$ cat config.mk
export PLATFORM = sky130hd
export DESIGN_NAME = acwmc_top
export DESIGN_NICKNAME = d
export VERILOG_FILES = /design/src/hdl/acwmc_pkg.sv /design/src/hdl/acwmc_sync.sv /design/src/hdl/acwmc_top.sv
export SDC_FILE = /design/constraint.sdc
export NUM_CORES = 1
export LEC_CHECK = 0
export ABC_AREA = 0
export ABC_CLOCK_PERIOD_IN_PS = 1600
export BUFFER_PORTS_ARGS = -buffer_cell sky130_fd_sc_hd__buf_2
export CORE_AREA = 2 2 93 95
export CTS_CLUSTER_SIZE = 12
export DETAILED_ROUTE_END_ITERATION = 10
export DIE_AREA = 0 0 95 97
export MAX_ROUTING_LAYER = met4
export PLACE_DENSITY = 0.42
export SLEW_MARGIN = 20
export SYNTH_ARGS = -nofsm -noshare
export SYNTH_HDL_FRONTEND = slang
export SYNTH_HIERARCHICAL = 1
export SYNTH_SLANG_ARGS = --single-unit
$ cat constraint.sdc
create_clock -name clock_i -period 1.6 [get_ports clock_i]
set_input_delay 0.08 -clock clock_i [delete_from_list [all_inputs] [get_ports clock_i]]
set_output_delay 0.08 -clock clock_i [all_outputs]
set_load 0.01 [all_outputs]
$ cat src/hdl/acwmc_pkg.sv
// package: constants and types for the config word and mux control
package acwmc_pkg;
  localparam int unsigned CFG_WIDTH      = 6;
  localparam int unsigned BYTE_BITS      = 8;
  localparam int unsigned POS_INPUT_MODE = 5;
  localparam int unsigned POS_POLARITY   = 4;
  localparam int unsigned POS_RANGE      = 1;
  localparam int unsigned POS_SLEEP      = 0;
  localparam logic [5:0]  CFG_RESET      = 6'h00;
  localparam int unsigned CLK_PERIOD_PS  = 5000;
  localparam int unsigned CONV_TYP_NS    = 1300;
  localparam int unsigned CONV_MAX_NS    = 1600;
  // longest time rounds down
  localparam int unsigned CONV_CYCLES    = (CONV_MAX_NS * 1000) / CLK_PERIOD_PS;
  localparam logic [8:0]  CONV_LAST      = 9'(CONV_CYCLES - 1);
  localparam logic [8:0]  CNT_ZERO       = 9'h000;
  localparam logic [8:0]  CNT_ONE        = 9'h001;
  localparam logic [3:0]  BIT_ZERO       = 4'h0;
  localparam logic [3:0]  BIT_ONE        = 4'h1;
  localparam logic [3:0]  BIT_LAST       = 4'(BYTE_BITS);

  typedef struct packed {
    logic input_mode;             // 1 = single-ended
    logic polarity;               // odd/sign
    logic coding_range_select;    // 1 = unipolar
    logic deep_power_down_select; // 1 = sleep after conversion
  } acwmc_cfg_type;

  typedef struct packed {
    logic a_to_pos;
    logic a_to_neg;
    logic b_to_pos;
    logic b_to_neg;
    logic gnd_to_neg;
  } acwmc_mux_type;

  typedef enum logic [1:0] {
    ST_IDLE   = 2'b00,
    ST_SAMPLE = 2'b01,
    ST_CONV   = 2'b11,
    ST_DONE   = 2'b10
  } acwmc_state_type;
endpackage : acwmc_pkg

$ cat src/hdl/acwmc_sync.sv
// two-flop synchroniser for pin inputs
`timescale 1ns/10ps
`default_nettype none
module acwmc_sync (
  input  wire logic clock_i,
  input  wire logic rst_n_i,
  input  wire logic async_i,
  output var  logic sync_o
);
  logic meta_reg;
  logic sync_reg;
  logic meta_next;
  logic sync_next;

  always_comb begin
    meta_next = async_i;
    sync_next = meta_reg;
  end

  always_ff @(posedge clock_i or negedge rst_n_i) begin
    if (!rst_n_i) begin
      meta_reg <= 1'b0;
      sync_reg <= 1'b0;
    end else begin
      meta_reg <= meta_next;
      sync_reg <= sync_next;
    end
  end

  assign sync_o = sync_reg;
endmodule // acwmc_sync
`default_nettype wire

$ cat src/hdl/acwmc_top.sv
// config word capture, mux decode and conversion sequencing
// Overview of operation
// - six-bit configuration word sets mux and modes, one layout for variants
// - bits taken in order on rising scl, input mode first, sleep sixth
// - order: mode, polarity, two ignored, range, sleep; ignored bits dropped
// - fields: single/differential, polarity, unipolar/bipolar, sleep select
// - two-channel mux: 00 a+b-, 01 b+a-, 10 a vs gnd, 11 b vs gnd
// - one-channel mux: polarity alone swaps positive and negative pins
// - mux may change between conversions, using latest written word
// - one-channel variant always differential, no single-ended choice
// - positive and negative inputs sampled at one instant
// - sampling capacitor joined to selected input once per conversion
// - internal clock times conversion, at most 1.6 us
// - reset clears every configuration field to zero
// - two trailing bits of the write byte are ignored
// - result coding two's complement for bipolar, straight binary unipolar
// - after conversion enter nap or sleep per sleep select
`timescale 1ns/10ps
`default_nettype none
module acwmc_top (
  input  wire logic                    clock_i,
  input  wire logic                    rst_n_i,
  input  wire logic                    two_channel_i,
  input  wire logic                    scl_i,
  input  wire logic                    sda_i,
  input  wire logic                    write_active_i,
  input  wire logic                    conv_start_i,
  output var  acwmc_pkg::acwmc_cfg_type cfg_o,
  output var  acwmc_pkg::acwmc_mux_type mux_o,
  output var  logic                    sample_o,
  output var  logic                    converting_o,
  output var  logic                    conv_done_o,
  output var  logic                    twos_complement_o,
  output var  logic                    nap_o,
  output var  logic                    sleep_o
);
  // ==========================================================
  // pin synchronisers
  logic scl_s;
  logic sda_s;
  logic wr_s;

  acwmc_sync u_sync_scl (
    .clock_i (clock_i),
    .rst_n_i (rst_n_i),
    .async_i (scl_i),
    .sync_o  (scl_s)
  );
  acwmc_sync u_sync_sda (
    .clock_i (clock_i),
    .rst_n_i (rst_n_i),
    .async_i (sda_i),
    .sync_o  (sda_s)
  );
  acwmc_sync u_sync_wr (
    .clock_i (clock_i),
    .rst_n_i (rst_n_i),
    .async_i (write_active_i),
    .sync_o  (wr_s)
  );

  // ==========================================================
  // decode helpers
  function automatic acwmc_pkg::acwmc_cfg_type word_to_cfg(
    input logic [5:0] w
  );
    acwmc_pkg::acwmc_cfg_type c;
    c.input_mode             = w[acwmc_pkg::POS_INPUT_MODE];
    c.polarity               = w[acwmc_pkg::POS_POLARITY];
    c.coding_range_select    = w[acwmc_pkg::POS_RANGE];
    c.deep_power_down_select = w[acwmc_pkg::POS_SLEEP];
    return c;
  endfunction

  function automatic acwmc_pkg::acwmc_mux_type mux_decode(
    input acwmc_pkg::acwmc_cfg_type c,
    input logic two_ch
  );
    acwmc_pkg::acwmc_mux_type m;
    logic se;
    se = c.input_mode & two_ch;
    m  = '0;
    if (se) begin
      m.a_to_pos   = ~c.polarity;
      m.b_to_pos   = c.polarity;
      m.gnd_to_neg = 1'b1;
    end else begin
      // a/b stand for in+/in- in the one-channel part
      m.a_to_pos = ~c.polarity;
      m.b_to_neg = ~c.polarity;
      m.b_to_pos = c.polarity;
      m.a_to_neg = c.polarity;
    end
    return m;
  endfunction

  // ==========================================================
  // serial capture
  logic                      scl_d_reg;
  logic                      scl_d_next;
  logic [7:0]                shift_reg;
  logic [7:0]                shift_next;
  logic [3:0]                bits_reg;
  logic [3:0]                bits_next;
  logic [5:0]                word_reg;
  logic [5:0]                word_next;
  logic                      scl_rise;
  logic                      byte_full;
  // marker past last bit so commit happens once per byte
  localparam logic [3:0] BITS_DONE = 4'hf;

  assign scl_rise  = scl_s & ~scl_d_reg;
  assign byte_full = (bits_reg == acwmc_pkg::BIT_LAST);

  always_comb begin
    scl_d_next = scl_s;
    shift_next = shift_reg;
    bits_next  = bits_reg;
    word_next  = word_reg;
    if (!wr_s) begin
      bits_next = acwmc_pkg::BIT_ZERO;
    end else if (byte_full) begin
      // commit only when the whole byte is in; partial write discarded
      word_next = shift_reg[7:2];
      bits_next = BITS_DONE;
    end else if (scl_rise && bits_reg != BITS_DONE) begin
      shift_next = {shift_reg[6:0], sda_s};
      bits_next  = bits_reg + acwmc_pkg::BIT_ONE;
    end
  end

  always_ff @(posedge clock_i or negedge rst_n_i) begin
    if (!rst_n_i) begin
      scl_d_reg <= 1'b0;
      shift_reg <= 8'h00;
      bits_reg  <= acwmc_pkg::BIT_ZERO;
      word_reg  <= acwmc_pkg::CFG_RESET;
    end else begin
      scl_d_reg <= scl_d_next;
      shift_reg <= shift_next;
      bits_reg  <= bits_next;
      word_reg  <= word_next;
    end
  end

  // ==========================================================
  // conversion sequencer
  acwmc_pkg::acwmc_state_type state_reg;
  acwmc_pkg::acwmc_state_type state_next;
  logic [8:0]                 cnt_reg;
  logic [8:0]                 cnt_next;
  acwmc_pkg::acwmc_cfg_type   cfg_reg;
  acwmc_pkg::acwmc_cfg_type   cfg_next;
  acwmc_pkg::acwmc_mux_type   mux_reg;
  acwmc_pkg::acwmc_mux_type   mux_next;
  logic                       sleep_reg;
  logic                       sleep_next;
  logic                       nap_reg;
  logic                       nap_next;

  always_comb begin
    state_next = state_reg;
    cnt_next   = cnt_reg;
    cfg_next   = cfg_reg;
    mux_next   = mux_reg;
    sleep_next = sleep_reg;
    nap_next   = nap_reg;
    case (state_reg)
      acwmc_pkg::ST_IDLE: begin
        if (conv_start_i) begin
          // latest word latched per conversion, held while converting
          cfg_next   = word_to_cfg(word_reg);
          mux_next   = mux_decode(word_to_cfg(word_reg), two_channel_i);
          nap_next   = 1'b0;
          sleep_next = 1'b0;
          state_next = acwmc_pkg::ST_SAMPLE;
        end
      end
      acwmc_pkg::ST_SAMPLE: begin
        cnt_next   = acwmc_pkg::CNT_ZERO;
        state_next = acwmc_pkg::ST_CONV;
      end
      acwmc_pkg::ST_CONV: begin
        cnt_next = cnt_reg + acwmc_pkg::CNT_ONE;
        if (cnt_reg == acwmc_pkg::CONV_LAST) begin
          state_next = acwmc_pkg::ST_DONE;
        end
      end
      acwmc_pkg::ST_DONE: begin
        sleep_next = cfg_reg.deep_power_down_select;
        nap_next   = ~cfg_reg.deep_power_down_select;
        state_next = acwmc_pkg::ST_IDLE;
      end
      default: state_next = acwmc_pkg::ST_IDLE;
    endcase
  end

  always_ff @(posedge clock_i or negedge rst_n_i) begin
    if (!rst_n_i) begin
      state_reg <= acwmc_pkg::ST_IDLE;
      cnt_reg   <= acwmc_pkg::CNT_ZERO;
      cfg_reg   <= '0;
      mux_reg   <= '0;
      sleep_reg <= 1'b0;
      nap_reg   <= 1'b1;
    end else begin
      state_reg <= state_next;
      cnt_reg   <= cnt_next;
      cfg_reg   <= cfg_next;
      mux_reg   <= mux_next;
      sleep_reg <= sleep_next;
      nap_reg   <= nap_next;
    end
  end

  // ==========================================================
  // outputs
  assign cfg_o             = cfg_reg;
  assign mux_o             = mux_reg;
  // one sample pulse: both inputs caught together
  assign sample_o          = (state_reg == acwmc_pkg::ST_SAMPLE);
  assign converting_o      = (state_reg == acwmc_pkg::ST_CONV);
  assign conv_done_o       = (state_reg == acwmc_pkg::ST_DONE);
  assign twos_complement_o = ~cfg_reg.coding_range_select;
  assign nap_o             = nap_reg;
  assign sleep_o           = sleep_reg;
endmodule // acwmc_top
`default_nettype wire

==> results.tsv, run 1 <==
metric	value	unit
Port Buf Inserts	21	
commonest non-fill, non-tap cells in the layout	dfrtp_1, buf_2, mux2_2, nand2_1, nand3_1	
WP data required	1.78	ns
Pleak	1.06	nW
routed via count	1216	
status	finished, final reports clean	
fillers	842	
Final Skew	0.00837	ns
# setup viols final	0	
row count	33	
share of cells above drive strength 1	31.5	%
critical path arrival	1.71	ns
first-pass GRT wire length	5.80	mm
final wirelength	3.26	mm
Clock Latency Late Sink	0.29	ns
vias per inst	4.21	
footprint of the multi-input gates	692	sq um
antenna violations before repair	0	
clock sink count	44	
Tcrit/Tclk final	95.7	%
maximum root-to-sink buffer count	2	
Crit Path Category	reg -> reg	
# DRC	0	
PwrDens	1130	mW/mm^2
num ports	22	
DP Cell Count	276	
H-tree depth	2	
Power, Total	2.56	mW
Peak Freq	653	MHz
Post-Syn Area	0.00186	sq mm
crit path max fanout	4	
DRT antenna net count	0	
Tot GR Track Use	8.33	%
# nets final	193	
core area	0.00813	sq mm
Final GP Congestion	0.735	
asr flop ratio synth	100	%
EDFF count, synth	0	
crit path from	cnt_reg[1]	
Synth warnings	6	
Worst VDD drop	0.380	mV
Die Span Y	97	microns
register area share after synthesis	59.2	%
Slew HR	67.9	%
CP max stage cell	dfrtp_1	
critical path endpoint category	flip-flop	
post-synthesis register bit count	44	
max reg flops	9	
Final Util	27.9	%
synthesized area per cell	12.4	sq um
die area	0.00922	sq mm
critical path startpoint category	flip-flop	
Final Hold Violating Endpoints	0	
min-delay src	two_channel_i	
Sequential cell area	0.00110	sq mm
initial core utilization	22.9	%
wire per inst	11.3	microns
Primary FF master, synth	dfrtp_1	
CTS tree	done	
Largest stage delay, worst path	0.39	ns
Antenna Cells	0	
max-slew violation count	0	
Cell Chain, Critical Path	ha_1 -> nand3_1 -> or3_1 -> o32a_1	
CP top delay family	simple AND/OR/NAND/NOR gates	
Area Growth Syn to Fin	22.1	%
setup tns final	0	ns
Buf/Inv on CP	0	
Pre-antenna DRT Iters	4	
DIE WIDTH	95	microns
most common cell after layout, fill and taps aside	dfrtp_1	
Clk pin slew, worst setup/hold paths	0.09	ns
DP Wirelength	2.33	mm
largest net degree at the start of global routing	26	
Cells after Synth	150	
final non-filler cell total	289	
CTS Root Cell	clkbuf_8	
Yosys cell types	40	
crit path time final	1.53	ns
hold_ws	0.0767	ns
CTS buffer count	5	
RSZ-0062 raised after global routing	no	
grt ovf	0	
Max-cap violations	0	
Min-Delay Path Class	in -> reg	
Slew @ Worst Pin	0.481	ns
vias in the first global route	1241	
FF-to-FF Start	cnt_reg[1]	
Synth Net Count	160	
1st-iter DRT viols	48	
==> worst paths after layout <==
kind	to	slack [ns]	cells past startpoint
max reg2reg	state_reg[0]	0.07	4
max in group asynchronous	nap_o	0.76	3
max	state_reg[0]	0.07	4
min	mux_o[0]	0.08	3
min in group asynchronous	cnt_reg[5]	0.27	2
min reg2reg	u_sync_sda/sync_o	0.35	0
==> through the flow <==
stage | setup WS (ns) | instance area [sq um]
4_1_cts | 0.0374 | 2250
3_5_place_dp | 0.0531 | 2120
3_3_place_gp | 0.0649 | 2120
2_1_floorplan | 0.103 | 1860
5_1_grt | 0.00670 | 2270
6_report | 0.0689 | 2270
==> cell type report <==
| cell class | count | area share [%] |
|---|---|---|
| Timing Repair Buffer | 33 | 9.59 |
| Multi-Input combinational cell | 90 | 30.5 |
| Sequential cell | 44 | 48.5 |
| Clock buffer | 7 | 3.80 |
| Tap cell | 105 | 5.79 |
| Clock inverter | 1 | 0.331 |
| Inverter | 9 | 1.49 |
==> repair_timing <==
item / in CTS / in global routing
resized for setup: 0 / 3
endpoints found under the hold margin: 22 / 0
buffers inserted: 0 / 1
setup endpoints to repair: 0 / 9
hold buffers: 4 / 0
==> cells by family after synthesis <==
group           Yosys count  synth area share [%]
fa+ha+maj                 3                  2.02
buf+inv                  16                  4.30
simple gates             39                  11.7
mux                      21                  12.6
compound gates           27                  10.2
flops                    44                  59.2
==> worst register-to-register path: cells and delay by family, from the launching register on <==
| kind | cells | cell delay, ns |
|---|---|---|
| simple gates | 2 | 0.49 |
| flops | 1 | 0.39 |
| compound gates | 1 | 0.34 |
| fa+ha+maj | 1 | 0.20 |
==> cell usage after synthesis (2+ instances only) <==
library cell | instances | area share [%]
ha_1 | 3 | 2.0
o2bb2ai_1 | 3 | 1.4
nor2b_1 | 4 | 1.3
or4_1 | 2 | 0.81
nand3_1 | 10 | 2.7
a31oi_1 | 2 | 0.67
buf_6 | 2 | 1.2
clkbuf_1 | 3 | 0.61
mux2i_1 | 5 | 2.7
a21oi_1 | 4 | 1.1
dfrtp_1 | 43 | 58
nand2_1 | 11 | 2.2
or3_1 | 2 | 0.67
inv_1 | 9 | 1.8
mux2_2 | 15 | 9.1
o31ai_1 | 2 | 0.81
o21ai_0 | 7 | 1.9
==> report_power, final <==
group          switching [mW]  total [mW]  internal [mW]
Sequential              0.135        1.43           1.30
Clock                   0.373       0.724          0.351
Combinational           0.182       0.409          0.226
==> routing by layer <==
metal  vias up  track usage, %  part of all wire, %
met5         -               -                    0
met4         0            4.01                  1.4
met3         2            2.80                  3.5
met2        18            11.8                   46
met1       597            10.6                   49
li1        599               -                    -
(Power assumes the default switching activity.)
==> run 2, diff against run 1 <==
--- a/config.mk
+++ b/config.mk
@@ -8,12 +8,13 @@
 export ABC_AREA = 0
 export ABC_CLOCK_PERIOD_IN_PS = 1600
 export BUFFER_PORTS_ARGS = -buffer_cell sky130_fd_sc_hd__buf_2
-export CORE_AREA = 2 2 93 95
+export CORE_AREA = 2 2 52 91
+export CTS_BUF_LIST = sky130_fd_sc_hd__clkbuf_16
 export CTS_CLUSTER_SIZE = 12
 export DETAILED_ROUTE_END_ITERATION = 10
-export DIE_AREA = 0 0 95 97
+export DIE_AREA = 0 0 54 93
 export MAX_ROUTING_LAYER = met4
-export PLACE_DENSITY = 0.42
+export PLACE_DENSITY = 0.66
 export SLEW_MARGIN = 20
 export SYNTH_ARGS = -nofsm -noshare
 export SYNTH_HDL_FRONTEND = slang
==> run 2 against run 1 <==
Against the previous run:
- combinational power is 4% higher
- die area is 46% lower
- count of clock-buffer cells in the layout is 2 lower
- critical endpoint is now shift_reg[0]
- highest routed layer unchanged
- cell area is 1.3% lower
- sequential share of layout area is 0.65 points higher
- first-iteration DRC count is 81% lower
- global-route usage is 7.0 points higher
- critical path depth is 1 higher
- setup slack worse by 0.066 ns
- wire length is 1.7% higher
==> results.tsv, run 2 (synthesis results as in run 1) <==
metric	value	unit
RSZ-0062 raised after global routing	yes	
max-slew violation count	0	
Post-Place Worst Slack	0.00267	ns
share of cells above drive strength 1	30.8	%
CTS Root Cell	clkbuf_16	
FF-to-FF Start	bits_reg[0]	
min-delay src	two_channel_i	
num ports	22	
footprint of the multi-input gates	692	sq um
CP max stage cell	dfrtp_1	
crit path max fanout	8	
Hold EP	mux_o[0]	
fillers	386	
CTS buffer count	5	
WHS Path Cells	3	
critical path arrival	1.76	ns
Min-Delay Path Class	in -> reg	
# nets final	194	
initial core utilization	43.0	%
Crit Path Category	reg -> reg	
setup ws final	0.00304	ns
Final GP Congestion	0.836	
Slew HR	71.5	%
core area	0.00432	sq mm
Pre-antenna DRT Iters	4	
met1 usage	16.8	%
die area	0.00502	sq mm
Sequential cell area	0.00110	sq mm
Peak Freq	626	MHz
commonest non-fill, non-tap cells in the layout	dfrtp_1, buf_2, mux2_2, nand2_1, inv_1	
Clock Latency Late Sink	0.28	ns
routed via count	1281	
antenna violations before repair	0	
Area Growth Syn to Fin	20.4	%
final wirelength	3.31	mm
vias in the first global route	1315	
Final Util	51.8	%
Max-cap violations	0	
Die Span Y	93	microns
r2r endpoint	shift_reg[0]	
Worst VDD drop	0.860	mV
DRT antenna net count	0	
GR Layer Usage met3	3.04	%
# DRC	0	
first-pass GRT wire length	5.62	mm
Tcrit/Tclk final	99.8	%
vias per inst	5.43	
Final Hold Violating Endpoints	0	
Cell Chain, Critical Path	buf_4 -> ha_1 -> nand3_1 -> nand4_4 -> mux2_2	
largest net degree at the start of global routing	17	
maximum root-to-sink buffer count	2	
CTS tree	done	
clock sink count	44	
Pleak	1.09	nW
Clk pin slew, worst setup/hold paths	0.06	ns
critical path endpoint category	flip-flop	
Reg2Reg Depth	5	
Buf/Inv on CP	1	
Largest stage delay, worst path	0.39	ns
status	finished, final reports clean	
DIE WIDTH	54	microns
met2 usage	24.6	%
H-tree depth	2	
critical path startpoint category	flip-flop	
GRT Max-Usage Layer	met2	
row count	32	
WP data required	1.76	ns
most common cell after layout, fill and taps aside	dfrtp_1	
PwrDens	1260	mW/mm^2
Antenna Cells	0	
Final Skew	0.00137	ns
flop-to-flop setup slack	0.003	ns
grt ovf	0	
Slew @ Worst Pin	0.427	ns
WP depth	5	
Port Buf Inserts	21	
DP Wirelength	2.45	mm
CP top delay family	flip-flops	
1st-iter DRT viols	9	
Tot GR Track Use	15.3	%
# setup viols final	0	
wire per inst	14.0	microns
max reg flops	9	
crit path time final	1.60	ns
==> run 2: cell count changes in the layout (fill, tap and decap cells not counted), sizes merged <==
cell,delta
inv,+2
clkinv,+1
clkinvlp,-1
clkbuf,-2
buf,+1
==> run 2: worst min-delay path, delay by kind of cell <==
family / cells / cell delay, ns
buf+inv: 1 / 0.10
compound gates: 1 / 0.09
simple gates: 1 / 0.08
==> run 2: layout make-up <==
class | instances | share of cell area, %
Clock buffer | 5 | 5.58
Sequential cell | 44 | 49.2
Inverter | 9 | 1.51
Tap cell | 51 | 2.85
Multi-Input combinational cell | 90 | 30.9
Timing Repair Buffer | 34 | 9.49
Clock inverter | 3 | 0.503
==> run 2: routing by layer <==
metal	wire length, microns	up-vias
met5	0	-
met4	105	0
met3	124	13
met2	1830	33
met1	1250	635
li1	-	600
==> run 2: worst max path at each step <==
stage                startpoint            to  slack [ns]
global placement     cnt_reg[0]  state_reg[0]        0.07
detailed placement  bits_reg[0]  shift_reg[0]       0.003
CTS                 bits_reg[0]  shift_reg[4]      -0.008
global route        bits_reg[1]  shift_reg[1]       -0.06
finish              bits_reg[0]  shift_reg[0]       0.003
floorplan            cnt_reg[0]  state_reg[0]        0.10
==> run 2: timing repair <==
| item | CTS | global route |
|---|---|---|
| endpoints found under the hold margin | 15 | 0 |
| gates resized for setup | 0 | 3 |
| endpoints found under the setup margin | 6 | 13 |
| hold buffers | 4 | 0 |
| buffers inserted | 0 | 3 |
==> run 2: stage by stage <==
step / hold slack, ns / TNS, ns / power, mW / cells / instance area, sq um
after floorplan: -0.216 / 0 / 1.71 / 150 / 1860
after global placement: -0.0184 / 0 / 1.83 / 221 / 2030
after detailed placement: -0.00945 / 0 / 1.87 / 221 / 2030
after CTS: 0.105 / -0.0316 / 2.83 / 233 / 2200
after global routing: 0.145 / -0.616 / 2.98 / 236 / 2240
final: 0.115 / 0 / 2.81 / 236 / 2240
==> run 2: power breakdown <==
group / switching (mW) / internal, mW / leakage (nW)
Combinational: 0.196 / 0.229 / 0.460
Clock: 0.386 / 0.561 / 0.0738
Sequential: 0.142 / 1.30 / 0.560
Total: 0.724 / 2.09 / 1.09
==> run 3, diff against run 2 <==
--- a/config.mk
+++ b/config.mk
@@ -15,6 +15,8 @@
 export DIE_AREA = 0 0 54 93
 export MAX_ROUTING_LAYER = met4
 export PLACE_DENSITY = 0.66
+export REMOVE_ABC_BUFFERS = 1
+export SETUP_SLACK_MARGIN = 0.5
 export SLEW_MARGIN = 20
 export SYNTH_ARGS = -nofsm -noshare
 export SYNTH_HDL_FRONTEND = slang
==> run 3 against run 2 <==
Against the previous run:
- sequential cell count did not move
- cell area grew 23%
- total power up 14%
- final cell count grew 13%
- clock skew increased by 0.0022 ns
- wire length grew 23%
- highest routed layer unchanged
==> results.tsv, run 3 (synthesis results as in run 1) <==
metric	value	unit
final instance area	0.00276	sq mm
CTS tree	done	
Final Hold Violating Endpoints	0	
Final GP Congestion	0.843	
row count	32	
crit path max fanout	8	
Area Growth Syn to Fin	48.2	%
met2 usage	29.4	%
num ports	22	
Pre-antenna DRT Iters	4	
H-tree depth	2	
Max-cap violations	0	
vias per inst	5.32	
routed via count	1420	
die area	0.00502	sq mm
Largest stage delay, worst path	0.43	ns
Die Span Y	93	microns
core area	0.00432	sq mm
# DRC	0	
Peak Freq	671	MHz
CP max stage cell	dfrtp_1	
DRT antenna net count	0	
Area after DPL	0.00202	sq mm
DP Cell Count	220	
Crit Path Category	reg -> reg	
antenna violations before repair	0	
critical path startpoint category	flip-flop	
Slew @ Worst Pin	0.553	ns
CTS buffer count	5	
Tcrit/Tclk final	93.2	%
clock sink count	44	
DP Wirelength	2.25	mm
GR Layer Usage met3	4.47	%
status	finished, final reports clean	
critical path endpoint category	flip-flop	
Tot GR Track Use	18.3	%
first-pass GRT wire length	6.39	mm
Antenna Cells	0	
fillers	321	
wire per inst	15.3	microns
1st-iter DRT viols	20	
Pleak	1.29	nW
most common cell after layout, fill and taps aside	dfrtp_1	
Slew HR	63.1	%
grt ovf	0	
# nets final	225	
RSZ-0062 raised after global routing	yes	
Cell Chain, Critical Path	inv_2 -> ha_4 -> nand3b_1 -> buf_6 -> nand4_4 -> mux2_2	
setup ws final	0.109	ns
Min-Delay Path Class	in -> reg	
initial core utilization	43.0	%
max-slew violation count	0	
Worst VDD drop	1.24	mV
Clk pin slew, worst setup/hold paths	0.06	ns
Post-Place Worst Slack	0.0244	ns
Port Buf Inserts	21	
met1 usage	19.7	%
final non-filler cell total	267	
PwrDens	1170	mW/mm^2
# setup viols final	0	
CTS Root Cell	clkbuf_16	
DIE WIDTH	54	microns
largest net degree at the start of global routing	45	
WP data required	1.77	ns
Final Skew	0.00355	ns
setup tns final	0	ns
hold_ws	0.0886	ns
commonest non-fill, non-tap cells in the layout	dfrtp_1, buf_4, buf_2, buf_6, mux2_2	
final wirelength	4.09	mm
Clock Latency Late Sink	0.29	ns
critical path arrival	1.67	ns
share of cells above drive strength 1	56.5	%
Final Util	63.8	%
vias in the first global route	1451	
GRT Max-Usage Layer	met2	
crit path time final	1.49	ns
Power, Total	3.22	mW
max reg flops	9	
maximum root-to-sink buffer count	2	
==> run 3: worst paths after layout <==
kind                                startpoint                end  slack, ns  cells past startpoint
min reg2reg                u_sync_sda/meta_reg  u_sync_sda/sync_o       0.35                      0
max reg2reg                        bits_reg[1]       shift_reg[4]       0.11                      6
max in group asynchronous              rst_n_i        bits_reg[0]       0.79                      3
min                              two_channel_i           mux_o[0]       0.09                      3
max                                bits_reg[1]       shift_reg[4]       0.11                      6
min in group asynchronous              rst_n_i           mux_o[2]       0.40                      3
==> run 3: worst max-delay path, delay by kind of cell, from the launching register on <==
kind          cells  cell delay [ns]
flops             1             0.43
simple gates      2             0.22
mux               1             0.35
fa+ha+maj         1             0.14
buf+inv           2             0.24
==> run 3: routing by layer <==
metal  up-vias  part of all wire (%)
li1        668                     -
met1       709                    38
met2        31                    55
met3        12                   2.7
met4         0                   3.4
met5         -                     0
==> run 3: layout make-up <==
| cell class | instances | area, sq um | share of cell area [%] |
|---|---|---|---|
| clock buffers | 5 | 125 | 4.54 |
| clock inverters | 3 | 26.3 | 0.953 |
| well taps | 51 | 63.8 | 2.31 |
| multi-input cells | 91 | 877 | 31.8 |
| repair buffers | 64 | 523 | 19.0 |
| inverters | 9 | 37.5 | 1.36 |
| flip-flops and latches | 44 | 1100 | 40.1 |
==> run 3: repair_timing <==
action,4_1_cts,5_1_grt
cloned,1,0
hold buffers,4,0
setup endpoints to repair,36,38
resized for setup,49,20
pin swaps,23,13
hold endpoints to repair,46,0
buffers inserted,23,11
==> run 3: report_power, final <==
part,total [mW],switching (mW),internal [mW]
Sequential,1.46,0.153,1.30
Clock,1.03,0.442,0.592
Combinational,0.734,0.319,0.415
Total,3.22,0.914,2.31
